[src/verilog/cgt_pkg.sv]
// package of constants for the cascadable general timers
package cgt_pkg;
    // ************************************************
    // sizes and encodings
    // ************************************************
    localparam int CGT_NUM_TIMERS = 4;
    localparam int CGT_CNT_W = 16;
    localparam logic [4:0] CGT_PRESCALE_DIV = 5'h10;
    localparam logic [15:0] CGT_CNT_RESET = 16'h0000;
    localparam logic [15:0] CGT_REF_RESET = 16'hFFFF;

    // count source select
    localparam logic [1:0] CGT_SRC_CASCADE = 2'h0;
    localparam logic [1:0] CGT_SRC_SYSCLK = 2'h1;
    localparam logic [1:0] CGT_SRC_SYSDIV16 = 2'h2;
    localparam logic [1:0] CGT_SRC_PIN = 2'h3;

    // capture edge select
    localparam logic [1:0] CGT_EDGE_NONE = 2'h0;
    localparam logic [1:0] CGT_EDGE_RISE = 2'h1;
    localparam logic [1:0] CGT_EDGE_FALL = 2'h2;
    localparam logic [1:0] CGT_EDGE_BOTH = 2'h3;

    // gate mode
    localparam logic [1:0] CGT_GATE_OFF = 2'h0;
    localparam logic [1:0] CGT_GATE_LEVEL = 2'h1;
    localparam logic [1:0] CGT_GATE_RESTART = 2'h2;
endpackage

[src/verilog/cgt_timers.sv]
// four general timers with source select, capture, gating and cascading
// Function
// RQ1: each timer counts cascade, system clock, clock divided by 16, or its pin
// RQ2: four external timer input pins, one per timer
// RQ3: input capture on rising, falling or both edges
// RQ4: timer drives its output pin when count reaches reference
// RQ5: reference match gives an active-low pulse or toggles the output
// RQ6: a timer output can clock the next timer, forming 32 bits
// RQ7: each timer has a 16-bit count and 16-bit reference
// RQ8: an external gate input can gate or restart the timers
// RQ9: gate a controls timers 1 and 2, gate b timers 3 and 4
module cgt_timers
    import cgt_pkg::*;
#(
    parameter int NUM = CGT_NUM_TIMERS,
    parameter int CNT_W = CGT_CNT_W
) (
    // clock and reset
    input wire logic clk_sys,
    input wire logic reset,
    // pins
    input wire logic [NUM-1:0] timerInPins,
    input wire logic gate_a_in,
    input wire logic gate_b_in,
    output logic [NUM-1:0] timer_out_pins,
    // configuration per timer
    input wire logic [NUM-1:0] timerEnable,
    input wire logic [NUM-1:0] toggleMode,
    input wire logic [NUM*2-1:0] sourceSel,
    input wire logic [NUM*2-1:0] edgeSel,
    input wire logic [NUM*2-1:0] gateMode,
    input wire logic [NUM*CNT_W-1:0] refValues,
    // cascade pairs: bit 0 joins timers 1 and 2, bit 1 joins 3 and 4
    input wire logic [NUM/2-1:0] cascadePair,
    // status per timer
    output logic [NUM*CNT_W-1:0] counts,
    output logic [NUM*CNT_W-1:0] captures,
    output logic [NUM-1:0] captureEvents,
    output logic [NUM-1:0] refEvents
);
    import cgt_pkg::*;

    // ************************************************
    // pin synchronisers, prescaler and edge detect
    // ************************************************
    typedef struct packed {
        logic [NUM-1:0] pinMeta;
        logic [NUM-1:0] pinSync;
        logic [NUM-1:0] pinPrev;
        logic [1:0] gateMeta;
        logic [1:0] gateSync;
        logic [1:0] gatePrev;
        logic [3:0] prescale;
        logic div16Tick;
    } cgt_top_t;

    cgt_top_t st;
    cgt_top_t next_st;
    logic [NUM-1:0] pinRise;
    logic [NUM-1:0] pinFall;
    logic [NUM-1:0] tick;
    logic [NUM-1:0] restart;
    logic [NUM-1:0] chanEnable;
    logic [NUM-1:0] refEv;
    logic [NUM-1:0] outLvl;
    logic [1:0] gateLevel;
    logic [1:0] gateFall;

    always_comb begin
        next_st = st;
        next_st.pinMeta = timerInPins; // see RQ2
        next_st.pinSync = st.pinMeta;
        next_st.pinPrev = st.pinSync;
        next_st.gateMeta = {gate_b_in, gate_a_in};
        next_st.gateSync = st.gateMeta;
        next_st.gatePrev = st.gateSync;
        next_st.prescale = st.prescale + 4'h1;
        next_st.div16Tick = (st.prescale == 4'(CGT_PRESCALE_DIV - 5'h01)); // see RQ1
    end

    always_ff @(posedge clk_sys or posedge reset) begin
        if (reset) begin
            st <= '0;
        end else begin
            st <= next_st;
        end
    end

    assign pinRise = st.pinSync & ~st.pinPrev;
    assign pinFall = ~st.pinSync & st.pinPrev;
    // gate inputs are active low: counting is allowed while low
    assign gateLevel = ~st.gateSync;
    assign gateFall = ~st.gateSync & st.gatePrev;

    // ************************************************
    // channels
    // ************************************************
    genvar i;
    generate
        for (i = 0; i < NUM; i++) begin : g_chan
            localparam int G = i / 2;
            logic [1:0] src;
            logic [1:0] gm;
            logic cascIn;
            logic tk;
            assign src = sourceSel[i*2 +: 2];
            assign gm = gateMode[i*2 +: 2];
            // cascade source is the previous timer's reference event
            if (i == 0) begin : g_first
                assign cascIn = refEv[NUM-1];
            end else begin : g_rest
                assign cascIn = refEv[i-1];
            end
            // each channel drives its own local tick, so no bit of tick has two processes
            always_comb begin
                if ((i % 2 == 1) && cascadePair[G]) begin
                    tk = cascIn; // see RQ6
                end else begin
                    unique case (src) // see RQ1
                        CGT_SRC_CASCADE: tk = cascIn;
                        CGT_SRC_SYSCLK: tk = 1'b1;
                        CGT_SRC_SYSDIV16: tk = st.div16Tick;
                        CGT_SRC_PIN: tk = pinRise[i];
                    endcase
                end
            end
            assign tick[i] = tk;
            // gate a serves timers 1-2, gate b serves 3-4
            assign chanEnable[i] = timerEnable[i]
                && !(gm == CGT_GATE_LEVEL && !gateLevel[G]); // see RQ9
            assign restart[i] = (gm == CGT_GATE_RESTART) && gateFall[G]; // see RQ8
            cgt_timer #(
                .CNT_W(CNT_W)
            ) u_timer (
                .clk_sys(clk_sys),
                .reset(reset),
                .enable(chanEnable[i]),
                .toggleMode(toggleMode[i]),
                .edgeSel(edgeSel[i*2 +: 2]),
                .refValue(refValues[i*CNT_W +: CNT_W]),
                .tick(tick[i]),
                .restart(restart[i]),
                .pinRise(pinRise[i]),
                .pinFall(pinFall[i]),
                .count(counts[i*CNT_W +: CNT_W]),
                .capture(captures[i*CNT_W +: CNT_W]),
                .captureEvent(captureEvents[i]),
                .refEvent(refEv[i]),
                .outLevel(outLvl[i])
            );
        end
    endgenerate

    assign refEvents = refEv;
    assign timer_out_pins = outLvl; // see RQ4
endmodule

[src/verilog/cgt_timer.sv]
// one 16-bit timer channel with capture, reference compare and output control
module cgt_timer
    import cgt_pkg::*;
#(
    parameter int CNT_W = CGT_CNT_W
) (
    // clock and reset
    input wire logic clk_sys,
    input wire logic reset,
    // configuration
    input wire logic enable,
    input wire logic toggleMode,
    input wire logic [1:0] edgeSel,
    input wire logic [CNT_W-1:0] refValue,
    // events
    input wire logic tick,
    input wire logic restart,
    input wire logic pinRise,
    input wire logic pinFall,
    // results
    output logic [CNT_W-1:0] count,
    output logic [CNT_W-1:0] capture,
    output logic captureEvent,
    output logic refEvent,
    output logic outLevel
);
    import cgt_pkg::*;

    typedef struct packed {
        logic [CNT_W-1:0] count;
        logic [CNT_W-1:0] capture;
        logic captureEvent;
        logic refEvent;
        logic outLevel;
    } cgt_chan_t;

    cgt_chan_t st;
    cgt_chan_t next_st;
    logic capHit;
    logic refHit;

    always_comb begin
        next_st = st;
        next_st.captureEvent = 1'b0;
        next_st.refEvent = 1'b0;
        capHit = (pinRise && (edgeSel == CGT_EDGE_RISE || edgeSel == CGT_EDGE_BOTH))
            || (pinFall && (edgeSel == CGT_EDGE_FALL || edgeSel == CGT_EDGE_BOTH)); // see RQ3
        // a restart wins over a match, so the output and the event never disagree
        refHit = enable && tick && !restart && (st.count == refValue); // see RQ4
        if (capHit) begin
            next_st.capture = st.count;
            next_st.captureEvent = 1'b1;
        end
        if (restart) begin
            next_st.count = CGT_CNT_RESET; // see RQ8
        end else if (refHit) begin
            next_st.count = CGT_CNT_RESET;
            next_st.refEvent = 1'b1;
        end else if (enable && tick) begin
            next_st.count = st.count + 1'b1; // see RQ7
        end
        // toggle flips the held level; pulse mode idles high and dips for one cycle
        if (toggleMode) begin
            if (refHit) begin
                next_st.outLevel = ~st.outLevel; // see RQ5
            end
        end else begin
            next_st.outLevel = ~refHit; // see RQ5
        end
    end

    always_ff @(posedge clk_sys or posedge reset) begin
        if (reset) begin
            st <= '{count: CGT_CNT_RESET, capture: CGT_CNT_RESET, captureEvent: 1'b0,
                    refEvent: 1'b0, outLevel: 1'b1};
        end else begin
            st <= next_st;
        end
    end

    assign count = st.count;
    assign capture = st.capture;
    assign captureEvent = st.captureEvent;
    assign refEvent = st.refEvent;
    assign outLevel = st.outLevel;
endmodule

[config.mk]
export PLATFORM = sky130hd
export DESIGN_NAME = cgt_timers
export DESIGN_NICKNAME = d
export VERILOG_FILES = /design/src/verilog/cgt_pkg.sv /design/src/verilog/cgt_timers.sv /design/src/verilog/cgt_timer.sv
export SDC_FILE = /design/constraint.sdc
export NUM_CORES = 1
export LEC_CHECK = 0
export BUFFER_PORTS_ARGS = -buffer_cell sky130_fd_sc_hd__clkbuf_2
export CORE_UTILIZATION = 25
export CTS_CLUSTER_DIAMETER = 150
export CTS_CLUSTER_SIZE = 8
export DETAILED_ROUTE_END_ITERATION = 10
export SLEW_MARGIN = 20
export SYNTH_ARGS = -nofsm -noshare
export SYNTH_HDL_FRONTEND = slang
export SYNTH_SLANG_ARGS = --single-unit
[constraint.sdc]
create_clock -name clk_sys -period 7.7 [get_ports clk_sys]
set_clock_uncertainty 0.2 [all_clocks]
set_input_delay 0.77 -clock clk_sys [delete_from_list [all_inputs] [get_ports clk_sys]]
set_output_delay 0.77 -clock clk_sys [all_outputs]
set_load 0.005 [all_outputs]
==> summary.md, run 1 <==
| Metric | Value |
|---|---|
| Synth Cell Area | around 8600 um2 |
| Pwr per Cell Area | about 210 nW/um2 |
| Die Height | about 190 um |
| Num Clock Sinks | 163 |
| Gp weighted congestion | around 0.78 |
| Number of fill cells | roughly 3500 |
| Syn Area/Cell | 10.9 um2 |
| Slew at the pin closest to its max-slew limit | 0.879 ns |
| Routed length per placed instance | between 15 and 20 um |
| Pre-antenna DRT Iters | 4 |
| CP Launch Type | flip-flop |
| Number of remaining DRC errors | 0 |
| # diodes | 0 |
| Final wirelength | roughly 23 mm |
| Hold Crit Start | next_st[15] |
| Synthesized instance count | 792 |
| Dpl ws | about 4.8 ns |
| Area share of fa/ha/maj cells after synthesis | less than 1% |
| Antenna violations before repair | 1 |
| Reg area | 4080 um2 |
| Final WS setup | between 5 and 6 ns |
| Syn. warnings | 0 |
| Most used DFF post-synth | dfrtp_1 |
| Synth Area in XOR/XNOR | 7.40% |
| P_leak | between 4 and 5 nW |
| Met1 Use GR | roughly 17% |
| Final period utilization | 34.1% |
| Largest family of logic cells by synthesized area | simple AND/OR/NAND/NOR gates |
| Total of max-cap violations | 0 |
| Max clock buf depth | 2 |
| Clock-pin slew on the worst setup and hold paths | approximately 0.070 ns |
| Reg2Reg Depth | 5 |
| CTS buffer count | 17 |
| Post-synthesis simple-gate area fraction | approximately 18% |
| Hold_buf cts | 0 |
| FP Rows | 67 |
| Seq cells post-synth | about 160 |
| Fmax | about 380 MHz |
| Vias in the first global route | ~6700 |
| Critical path class | flip-flop to flip-flop |
| Seq/Total Area, Yosys | between 40% and 50% |
| Worst Path Max Fanout | 16 |
| Nets | 1100 |
| Most common cell after layout, fill and taps aside | clkbuf_2 |
| Postcts setup bufs | 0 |
| Yosys top cell area share | 46.0% |
| Max transition margin | ~40% |
| Post-synth EDFFs | 0 |
| Synth unique cells | between 70 and 80 |
| CP Data Arrival Time | 2.74 ns |
| Reg2reg setup slack | between 5 and 6 ns |
| Max Slew Vio Count | 0 |
| Most frequent cells in the layout | clkbuf_2 (245), dfrtp_1 (159), mux2_2 (65), xor2_1 (50), nand2_1 (47) |
| Horiz. Die Dim | roughly 190 um |
| Crit path required time | roughly 7.8 ns |
| Vias | around 7000 |
| Routing usage on met3 | 3.03% |
| IO buf count | 245 |
| Hpwl dp | around 16 mm |
| Worst vdd ir | about 0.14 mV |
| Min cycle time layout | 2.63 ns |
| Via-per-instance ratio | roughly 4.8 |
| Gr busiest metal | met2 |
| Hold WC Path Type | flip-flop to flip-flop |
| First-pass GRT wire length | between 30 and 40 mm |
| R2r endpoint | g_chan[0].u_timer.count[0] |
| Number of instances resized during post-cts repair | 0 |
| Latest clock arrival within the worst-skew pair | roughly 0.43 ns |
| Starting Density | 25.6% |
| Net Count, Synth | ~900 |
| Unrepaired setup endpoints after global routing | no |
| CTS tree | yes |
| Hold worst-path end | next_st[11] |
| Total power | roughly 2.3 mW |
| Layout area overhead | 23.3% |
| Post-synthesis compound-gate area fraction | around 12% |
| Largest net degree at the start of global routing | between 80 and 90 |
| H-tree level count | 4 |
| Dominant cell type by area after synthesis | dfrtp_1 |
| Crit Reg-Reg Startpoint | st[0] |
| Outcome | completed |
| Worst setup startpoint | st[0] |
| Final setup violation count | 0 |
| Io pins | 246 |
| Area of the multi-input gates | between 4000 and 5000 um2 |
| Multiplexer share of the synthesized area | 8.71% |
| DR iter-0 viols | 431 |
| Share of post-route cells with drive strength above 1 | between 30% and 40% |
| Endpoints failing hold | 0 |
| Cells taking the most area after synthesis | dfrtp_1 (46%), mux2_2 (8.5%), xor2_1 (5.1%) |
| GRT met2 Usage | between 20% and 30% |
| DP Area | 10100 um2 |
| Die area | 35300 um2 |
| DRT antenna net count | 0 |
| Fin area | between 10000 and 15000 um2 |
| Ys async rst share | 100% |
| Setup TNS | 0 ns |
| Global-route usage over all layers | a little over an eighth |
| Global route overflow | 0 |
| Crit path capture type | flip-flop |
| Clk root buf | clkbuf_16 |
| Worst hold path depth | 0 |
| Core area | 33800 um2 |
==> power breakdown <==
part / switching (mW) / internal (mW) / total [mW] / leakage (nW)
Clock: 0.358 / 0.496 / 0.854 / 0.280
Sequential: 0.103 / 0.927 / 1.03 / 1.94
Combinational: 0.186 / 0.188 / 0.375 / 2.58
==> final cells by class <==
class,count,share of cell area [%]
Clock buffer,21,4.32
Clock inverter,11,1.20
Inverter,15,0.575
Multi-Input combinational cell,543,38.5
Sequential cell,163,38.3
Tap cell,448,5.26
Timing Repair Buffer,249,11.8
==> cell families after synthesis <==
group | after synthesis
and+or+nand+nor | 261
DFF | 163
AOI/OAI and AO/OA | 137
buffers and inverters | 86
xor gates and xnor gates | 73
muxes | 67
adders and majority gates | 5
==> worst max path at each step <==
stage | endpoint | slack [ns] | cells after the start
finish | g_chan[0].u_timer.count[0] | 5.07 | 5
detailed placement | g_chan[0].u_timer.count[0] | 4.77 | 6
CTS | g_chan[0].u_timer.count[0] | 4.99 | 5
floorplan | g_chan[0].u_timer.captureEvent | 2.33 | 1
global placement | g_chan[0].u_timer.count[0] | 4.80 | 6
global route | g_chan[0].u_timer.count[0] | 4.88 | 5
==> worst max-delay path: stages, from the launching register on <==
cell and delay, ns:
dfrtp_1 0.55, mux2_1 0.36, o221ai_1 0.42, a211o_1 0.51
nor2_1 0.16, mux2_2 0.30
==> sequential cells by signal (all words and copies together), names as in the netlist <==
| register | cells |
|---|---|
| next_st | 12 |
| g_chan.u_timer.capture | 64 |
| g_chan.u_timer.captureEvent | 4 |
| st | 11 |
| g_chan.u_timer.outLevel | 4 |
| g_chan.u_timer.refEvent | 4 |
| g_chan.u_timer.count | 64 |
==> synthesized netlist by cell type (all sizes together), types with 5 or more instances <==
cell,instances
nand2b,7
nand4,30
and3,18
o21ai,20
nand3,44
mux2,66
xnor2,23
a21o,20
inv,15
nand2,48
o31ai,15
a211oi,18
xor2,50
nor3,10
nor4,19
or3,9
dfrtp,159
clkbuf,13
nand3b,7
nor2,22
or2,8
buf,58
and2,10
a32oi,24
ha,5
nor2b,10
==> through the flow <==
stage          utilization, %  hold WS [ns]  instances
5_1_grt                  31.5         0.154       1450
4_1_cts                  31.5         0.150       1450
2_1_floorplan               -         0.131        792
3_3_place_gp             29.8         0.134       1418
6_report                 31.5         0.148       1450
3_5_place_dp             29.8         0.135       1418
==> layer usage <==
metal	vias to the layer above	share of wire (%)
met2	209	48
li1	3303	-
met4	2	1.5
met3	26	4.7
met5	-	0.052
met1	3395	46
No activity file was read; power rests on OpenSTA's default activity.
==> run 2: changes to the inputs <==
- clock period: 7.7 -> 2.1 ns (I/O delays scaled with it)
==> run 2 against run 1 <==
Flip-flop and latch count stayed put. Non-clock buffer count increased by 117. Register-to-register slack lost 5.0 ns. Critical path depth increased by 1. Clock power rose to 3.8 times the previous value. Largest cell class unchanged.
==> summary.md, run 2 (same netlist as run 1, synthesis figures left out) <==
| Metric | Value |
|---|---|
| Outcome | completed |
| Die area | 35300 um2 |
| Final period utilization | between 90% and 100% |
| Max transition margin | about two thirds |
| DRT antenna net count | 0 |
| CP Launch Type | flip-flop |
| Clock-pin slew on the worst setup and hold paths | ~0.06 ns |
| Reg2reg setup slack | just over 0.05 ns |
| CTS buffer count | 17 |
| Number of remaining DRC errors | 0 |
| Endpoints failing hold | 0 |
| Horiz. Die Dim | roughly 190 um |
| Crit path capture type | flip-flop |
| First-pass GRT wire length | a little over 40 mm |
| Max Slew Vio Count | 0 |
| IO buf count | between 200 and 250 |
| Starting Density | 25.6% |
| Met2 wire length | between 10 and 15 mm |
| Antenna violations before repair | 1 |
| Worst vdd ir | 0.554 mV |
| Max clock buf depth | 2 |
| Pre-antenna DRT Iters | 5 |
| Most common cell after layout, fill and taps aside | clkbuf_2 |
| Nets | 1217 |
| Io pins | approximately 250 |
| Crit path required time | about 2.3 ns |
| Routed length per placed instance | around 16 um |
| Via-per-instance ratio | ~4.7 |
| FP Rows | 67 |
| R2r endpoint | g_chan[2].u_timer.count[11] |
| Setup TNS | 0 ns |
| Critical path class | flip-flop to flip-flop |
| Share of post-route cells with drive strength above 1 | a little under half |
| Final setup violation count | 0 |
| Global-route usage over all layers | 14.5% |
| Met1 Routed Length | roughly 11 mm |
| Vias in the first global route | approximately 7400 |
| Final WS setup | 0.0513 ns |
| Min cycle time layout | approximately 2.0 ns |
| Die Height | 188 um |
| Pwr per Cell Area | 740 nW/um2 |
| Reg2Reg Depth | 6 |
| Largest net degree at the start of global routing | between 80 and 90 |
| DP Area | 10900 um2 |
| CTS tree | yes |
| Fmax | between 400 and 500 MHz |
| Gp weighted congestion | about 0.84 |
| Vias | around 7400 |
| Hold WC Path Type | input port to flip-flop |
| P_leak | roughly 5.4 nW |
| Num Clock Sinks | approximately 160 |
| Fin area | between 10000 and 15000 um2 |
| H-tree level count | 4 |
| Crit path to | g_chan[2].u_timer.count[11] |
| Layout area overhead | 35.9% |
| Hpwl dp | approximately 19 mm |
| Number of fill cells | 3397 |
| DR iter-0 viols | around 420 |
| Core area | 33800 um2 |
| Met3 wire length | between 1 and 1.5 mm |
| Max layer used | met4 |
| Crit Reg-Reg Startpoint | g_chan[2].u_timer.count[3] |
| Worst Path Max Fanout | 7 |
| Total of max-cap violations | 0 |
| Most frequent cells in the layout | clkbuf_2 (245), dfrtp_1 (153), buf_4 (98), mux2_2 (65), xor2_1 (50) |
| Final wirelength | between 20 and 30 mm |
| CP Data Arrival Time | 2.22 ns |
| Slew at the pin closest to its max-slew limit | 0.492 ns |
| Dpl ws | -0.0432 ns |
| Worst setup startpoint | g_chan[2].u_timer.count[3] |
| Clk root buf | clkbuf_16 |
| Global route overflow | 0 |
| Latest clock arrival within the worst-skew pair | about 0.43 ns |
-- run 2: cell type report --
cell class	count	area, um2	share of cell area, %
Antenna cell	1	2.50	0.0213
Clock buffer	21	460	3.92
Clock inverter	9	131	1.12
Inverter	15	60.1	0.511
Multi-Input combinational cell	543	4170	35.5
Sequential cell	163	4090	34.8
Tap cell	448	561	4.77
Timing Repair Buffer	366	2270	19.3
-- run 2: worst min path at each step --
| stage | start | end | depth (start not counted) |
|---|---|---|---|
| after floorplan | timerInPins[0] | next_st[15] | 0 |
| after global placement | reset | g_chan[1].u_timer.capture[13] | 2 |
| after detailed placement | reset | g_chan[1].u_timer.capture[13] | 2 |
| after CTS | reset | g_chan[1].u_timer.capture[13] | 3 |
| after global routing | reset | g_chan[1].u_timer.capture[13] | 3 |
| final | timerEnable[3] | g_chan[3].u_timer.count[8] | 5 |
-- run 2: repair_timing --
item                       4_1_cts  5_1_grt
gates resized for setup          1       22
hold endpoints to repair       170        0
hold buffers                    12        0
setup endpoints to repair        9       32
setup buffers                    0        3
pin swaps                        0        4
-- run 2: power by group --
part / leakage, nW / switching [mW] / internal (mW)
clock: 0.281 / 1.30 / 1.92
combinational: 3.18 / 0.913 / 0.918
sequential: 1.93 / 0.229 / 3.41
-- run 2: metal layers --
metal | vias up | track usage (%)
met2 | 226 | 24.1
met4 | 0 | 4.44
met3 | 17 | 3.16
met1 | 3660 | 18.8
met5 | - | 0
li1 | 3529 | -
-- run 2: worst max-delay path: stages (launching register included) --
cell and delay (ns):
dfrtp_1 0.43, buf_6 0.14, and4_4 0.24, nand2_4 0.08
or4_1 0.47, a211oi_1 0.32, a21o_1 0.12
-- run 2: stage by stage --
stage                     std cells  utilization (%)  hold slack (ns)  total power, mW
final                          1566             34.8           0.0192             8.69
after global routing           1566             34.8          0.00578             9.19
after CTS                      1562             34.4         0.000182             8.78
after detailed placement       1520             32.3          -0.0938             5.47
after global placement         1520             32.3          -0.0847             5.43
after floorplan                 792                -           0.0414             4.64
==> run 3: changes to the inputs <==
- CELL_PAD_IN_SITES_DETAIL_PLACEMENT: unset -> 0
- CELL_PAD_IN_SITES_GLOBAL_PLACEMENT: unset -> 1
- PLACE_DENSITY_LB_ADDON: unset -> 0.1
==> run 3 against run 2 <==
First-iteration DRC count fell by 0.48%. Clock power rose by 2%. Non-clock buffer count grew 12. Total power is 1.2% higher. Sequential share of layout area decreased by 0.39 points. Die area unchanged. Utilization up 0.34 points. Register-to-register slack improved by 0.05 ns. Hold slack better by 0.012 ns. Flip-flop and latch count unchanged. Critical endpoint is now g_chan[2].u_timer.count[9].
==> summary.md, run 3 (same netlist as run 1, synthesis figures left out) <==
| Metric | Value |
|---|---|
| Outcome | completed |
| Critical path class | flip-flop to flip-flop |
| Max clock buf depth | 2 |
| Most frequent cells in the layout | clkbuf_2 (245), dfrtp_1 (158), buf_4 (107), mux2_2 (65), xor2_1 (50) |
| Gr busiest metal | met2 |
| First-pass GRT wire length | 43.9 mm |
| Io pins | around 250 |
| Met1 Use GR | 22.1% |
| Fmax | 499 MHz |
| Global route overflow | 0 |
| CP peak stage delay | approximately 0.40 ns |
| Crit path cell chain | buf_4, and4_4, nand2_4, or3_1, or4_1, o21ai_1 |
| Reg2reg setup slack | approximately 0.097 ns |
| CP Data Arrival Time | 2.17 ns |
| Vias in the first global route | 7373 |
| Dpl ws | -0.0458 ns |
| Die area | 35300 um2 |
| Area of the multi-input gates | between 4000 and 5000 um2 |
| Hpwl dp | roughly 21 mm |
| Fin area | 11900 um2 |
| Clk root buf | clkbuf_16 |
| Routed length per placed instance | 17.7 um |
| Worst Path Max Fanout | 7 |
| P_leak | roughly 5.5 nW |
| Worst setup startpoint | g_chan[2].u_timer.count[2] |
| Global-route usage over all layers | between 10% and 20% |
| Final wirelength | 28.0 mm |
| DP Area | around 11000 um2 |
| Num Clock Sinks | roughly 160 |
| R2r endpoint | g_chan[2].u_timer.count[9] |
| Unrepaired setup endpoints after global routing | yes |
| H-tree level count | 4 |
| CTS tree | yes |
| Latest clock arrival within the worst-skew pair | between 0.4 and 0.5 ns |
| Crit path capture type | flip-flop |
| DP Cell Count | roughly 1500 |
| FP Rows | 67 |
| Layout area overhead | 37.2% |
| Reg2Reg Depth | 6 |
| CP Launch Type | flip-flop |
| Number of remaining DRC errors | 0 |
| Endpoints failing hold | 0 |
| Final period utilization | 95.4% |
| Slowest cell on crit path | or4_1 |
| Largest net degree at the start of global routing | between 60 and 70 |
| Die Height | 188 um |
| GRT met2 Usage | between 20 and 30% |
| Pwr per Cell Area | around 740 nW/um2 |
| Worst vdd ir | roughly 0.54 mV |
| Gp weighted congestion | approximately 0.75 |
| Max Slew Vio Count | 0 |
| Final WS setup | between 0.09 and 0.1 ns |
| Total of max-cap violations | 0 |
| Core area | 33800 um2 |
| Non-filler cells, final | roughly 1600 |
| DR iter-0 viols | around 410 |
| Antenna violations before repair | 2 |
| Most common cell after layout, fill and taps aside | clkbuf_2 |
| CTS buffer count | 17 |
| Clock-pin slew on the worst setup and hold paths | roughly 0.070 ns |
| Nets | about 1200 |
| Crit Reg-Reg Startpoint | g_chan[2].u_timer.count[2] |
| Max transition margin | 73.0% |
| Slew at the pin closest to its max-slew limit | ~0.4 ns |
| Pre-antenna DRT Iters | 6 |
| Crit path to | g_chan[2].u_timer.count[9] |
| Horiz. Die Dim | approximately 190 um |
| IO buf count | between 200 and 250 |
| Min cycle time layout | approximately 2.0 ns |
| Routing usage on met3 | ~4.3% |
| Number of fill cells | 3481 |
| Starting Density | roughly 26% |
| Crit path required time | 2.27 ns |
| Hold WC Path Type | input port to flip-flop |
| Final setup violation count | 0 |
| Vias | approximately 7400 |
| DRT antenna net count | 0 |
| Share of post-route cells with drive strength above 1 | a little under half |
| Via-per-instance ratio | roughly 4.7 |
| Reg area | about 4100 um2 |
[run 3: cell count changes in the layout (fill, tap and decap cells not counted), sizes merged]
cell and delta:
inv +6, buf +11, clkinvlp -1, dlygate4sd3 +1
clkbuf -2, bufinv -1
[run 3: timing repair]
item                       in CTS  in global routing
hold endpoints to repair      172                  0
setup buffers                   0                  2
gates resized for setup         2                 13
pin swaps                       1                  6
hold buffers                   13                  0
setup endpoints to repair       2                 28
[run 3: report_power, final]
part	internal, mW	leakage [nW]	total, mW	switching (mW)
logic	0.949	3.25	1.92	0.973
clock network	1.84	0.292	3.28	1.44
registers	3.40	1.94	3.60	0.194
[run 3: how the worst min path moves through the flow]
stage                     cells after the start                        endpoint  slack [ns]            from
after floorplan                               0                     next_st[15]        0.04  timerInPins[0]
after CTS                                     3  g_chan[3].u_timer.captureEvent        0.01      edgeSel[6]
after global placement                        2    g_chan[3].u_timer.capture[1]       -0.08           reset
after detailed placement                      2    g_chan[3].u_timer.capture[1]       -0.08           reset
after global routing                          3  g_chan[3].u_timer.captureEvent        0.01      edgeSel[6]
final                                         3  g_chan[3].u_timer.captureEvent        0.03      edgeSel[6]
[run 3: area by class of cell]
cell class	instances	area share (%)
well taps	448	4.73
flip-flops and latches	163	34.5
clock inverters	13	1.23
diodes	1	0.0211
clock buffers	19	3.82
repair buffers	378	20.3
multi-input cells	543	35.0
inverters	15	0.506
[run 3: critical path, delay by kind of cell, from the launching register on]
family	cells	cell delay (ns)
DFF	1	0.37
AOI/OAI and AO/OA	1	0.09
and+or+nand+nor	4	1.09
buffers and inverters	1	0.17
[run 3: per-stage QoR]
stage	total power, mW	setup TNS (ns)	utilization, %	hold slack (ns)
after floorplan	4.64	-60.03	-	0.0414
after global placement	5.59	0	32.7	-0.0775
after detailed placement	5.58	-0.0458	32.7	-0.0760
after CTS	8.97	0	34.9	0.0104
after global routing	9.32	-0.0388	35.1	0.0103
final	8.80	0	35.1	0.0308
[run 3: layer usage]
layer	part of all wire [%]	vias to the layer above	routed length [um]
li1	-	3557	-
met1	48	3672	13400
met3	4.5	16	1270
met2	47	184	13100
met4	0.71	2	199
met5	0.039	-	11
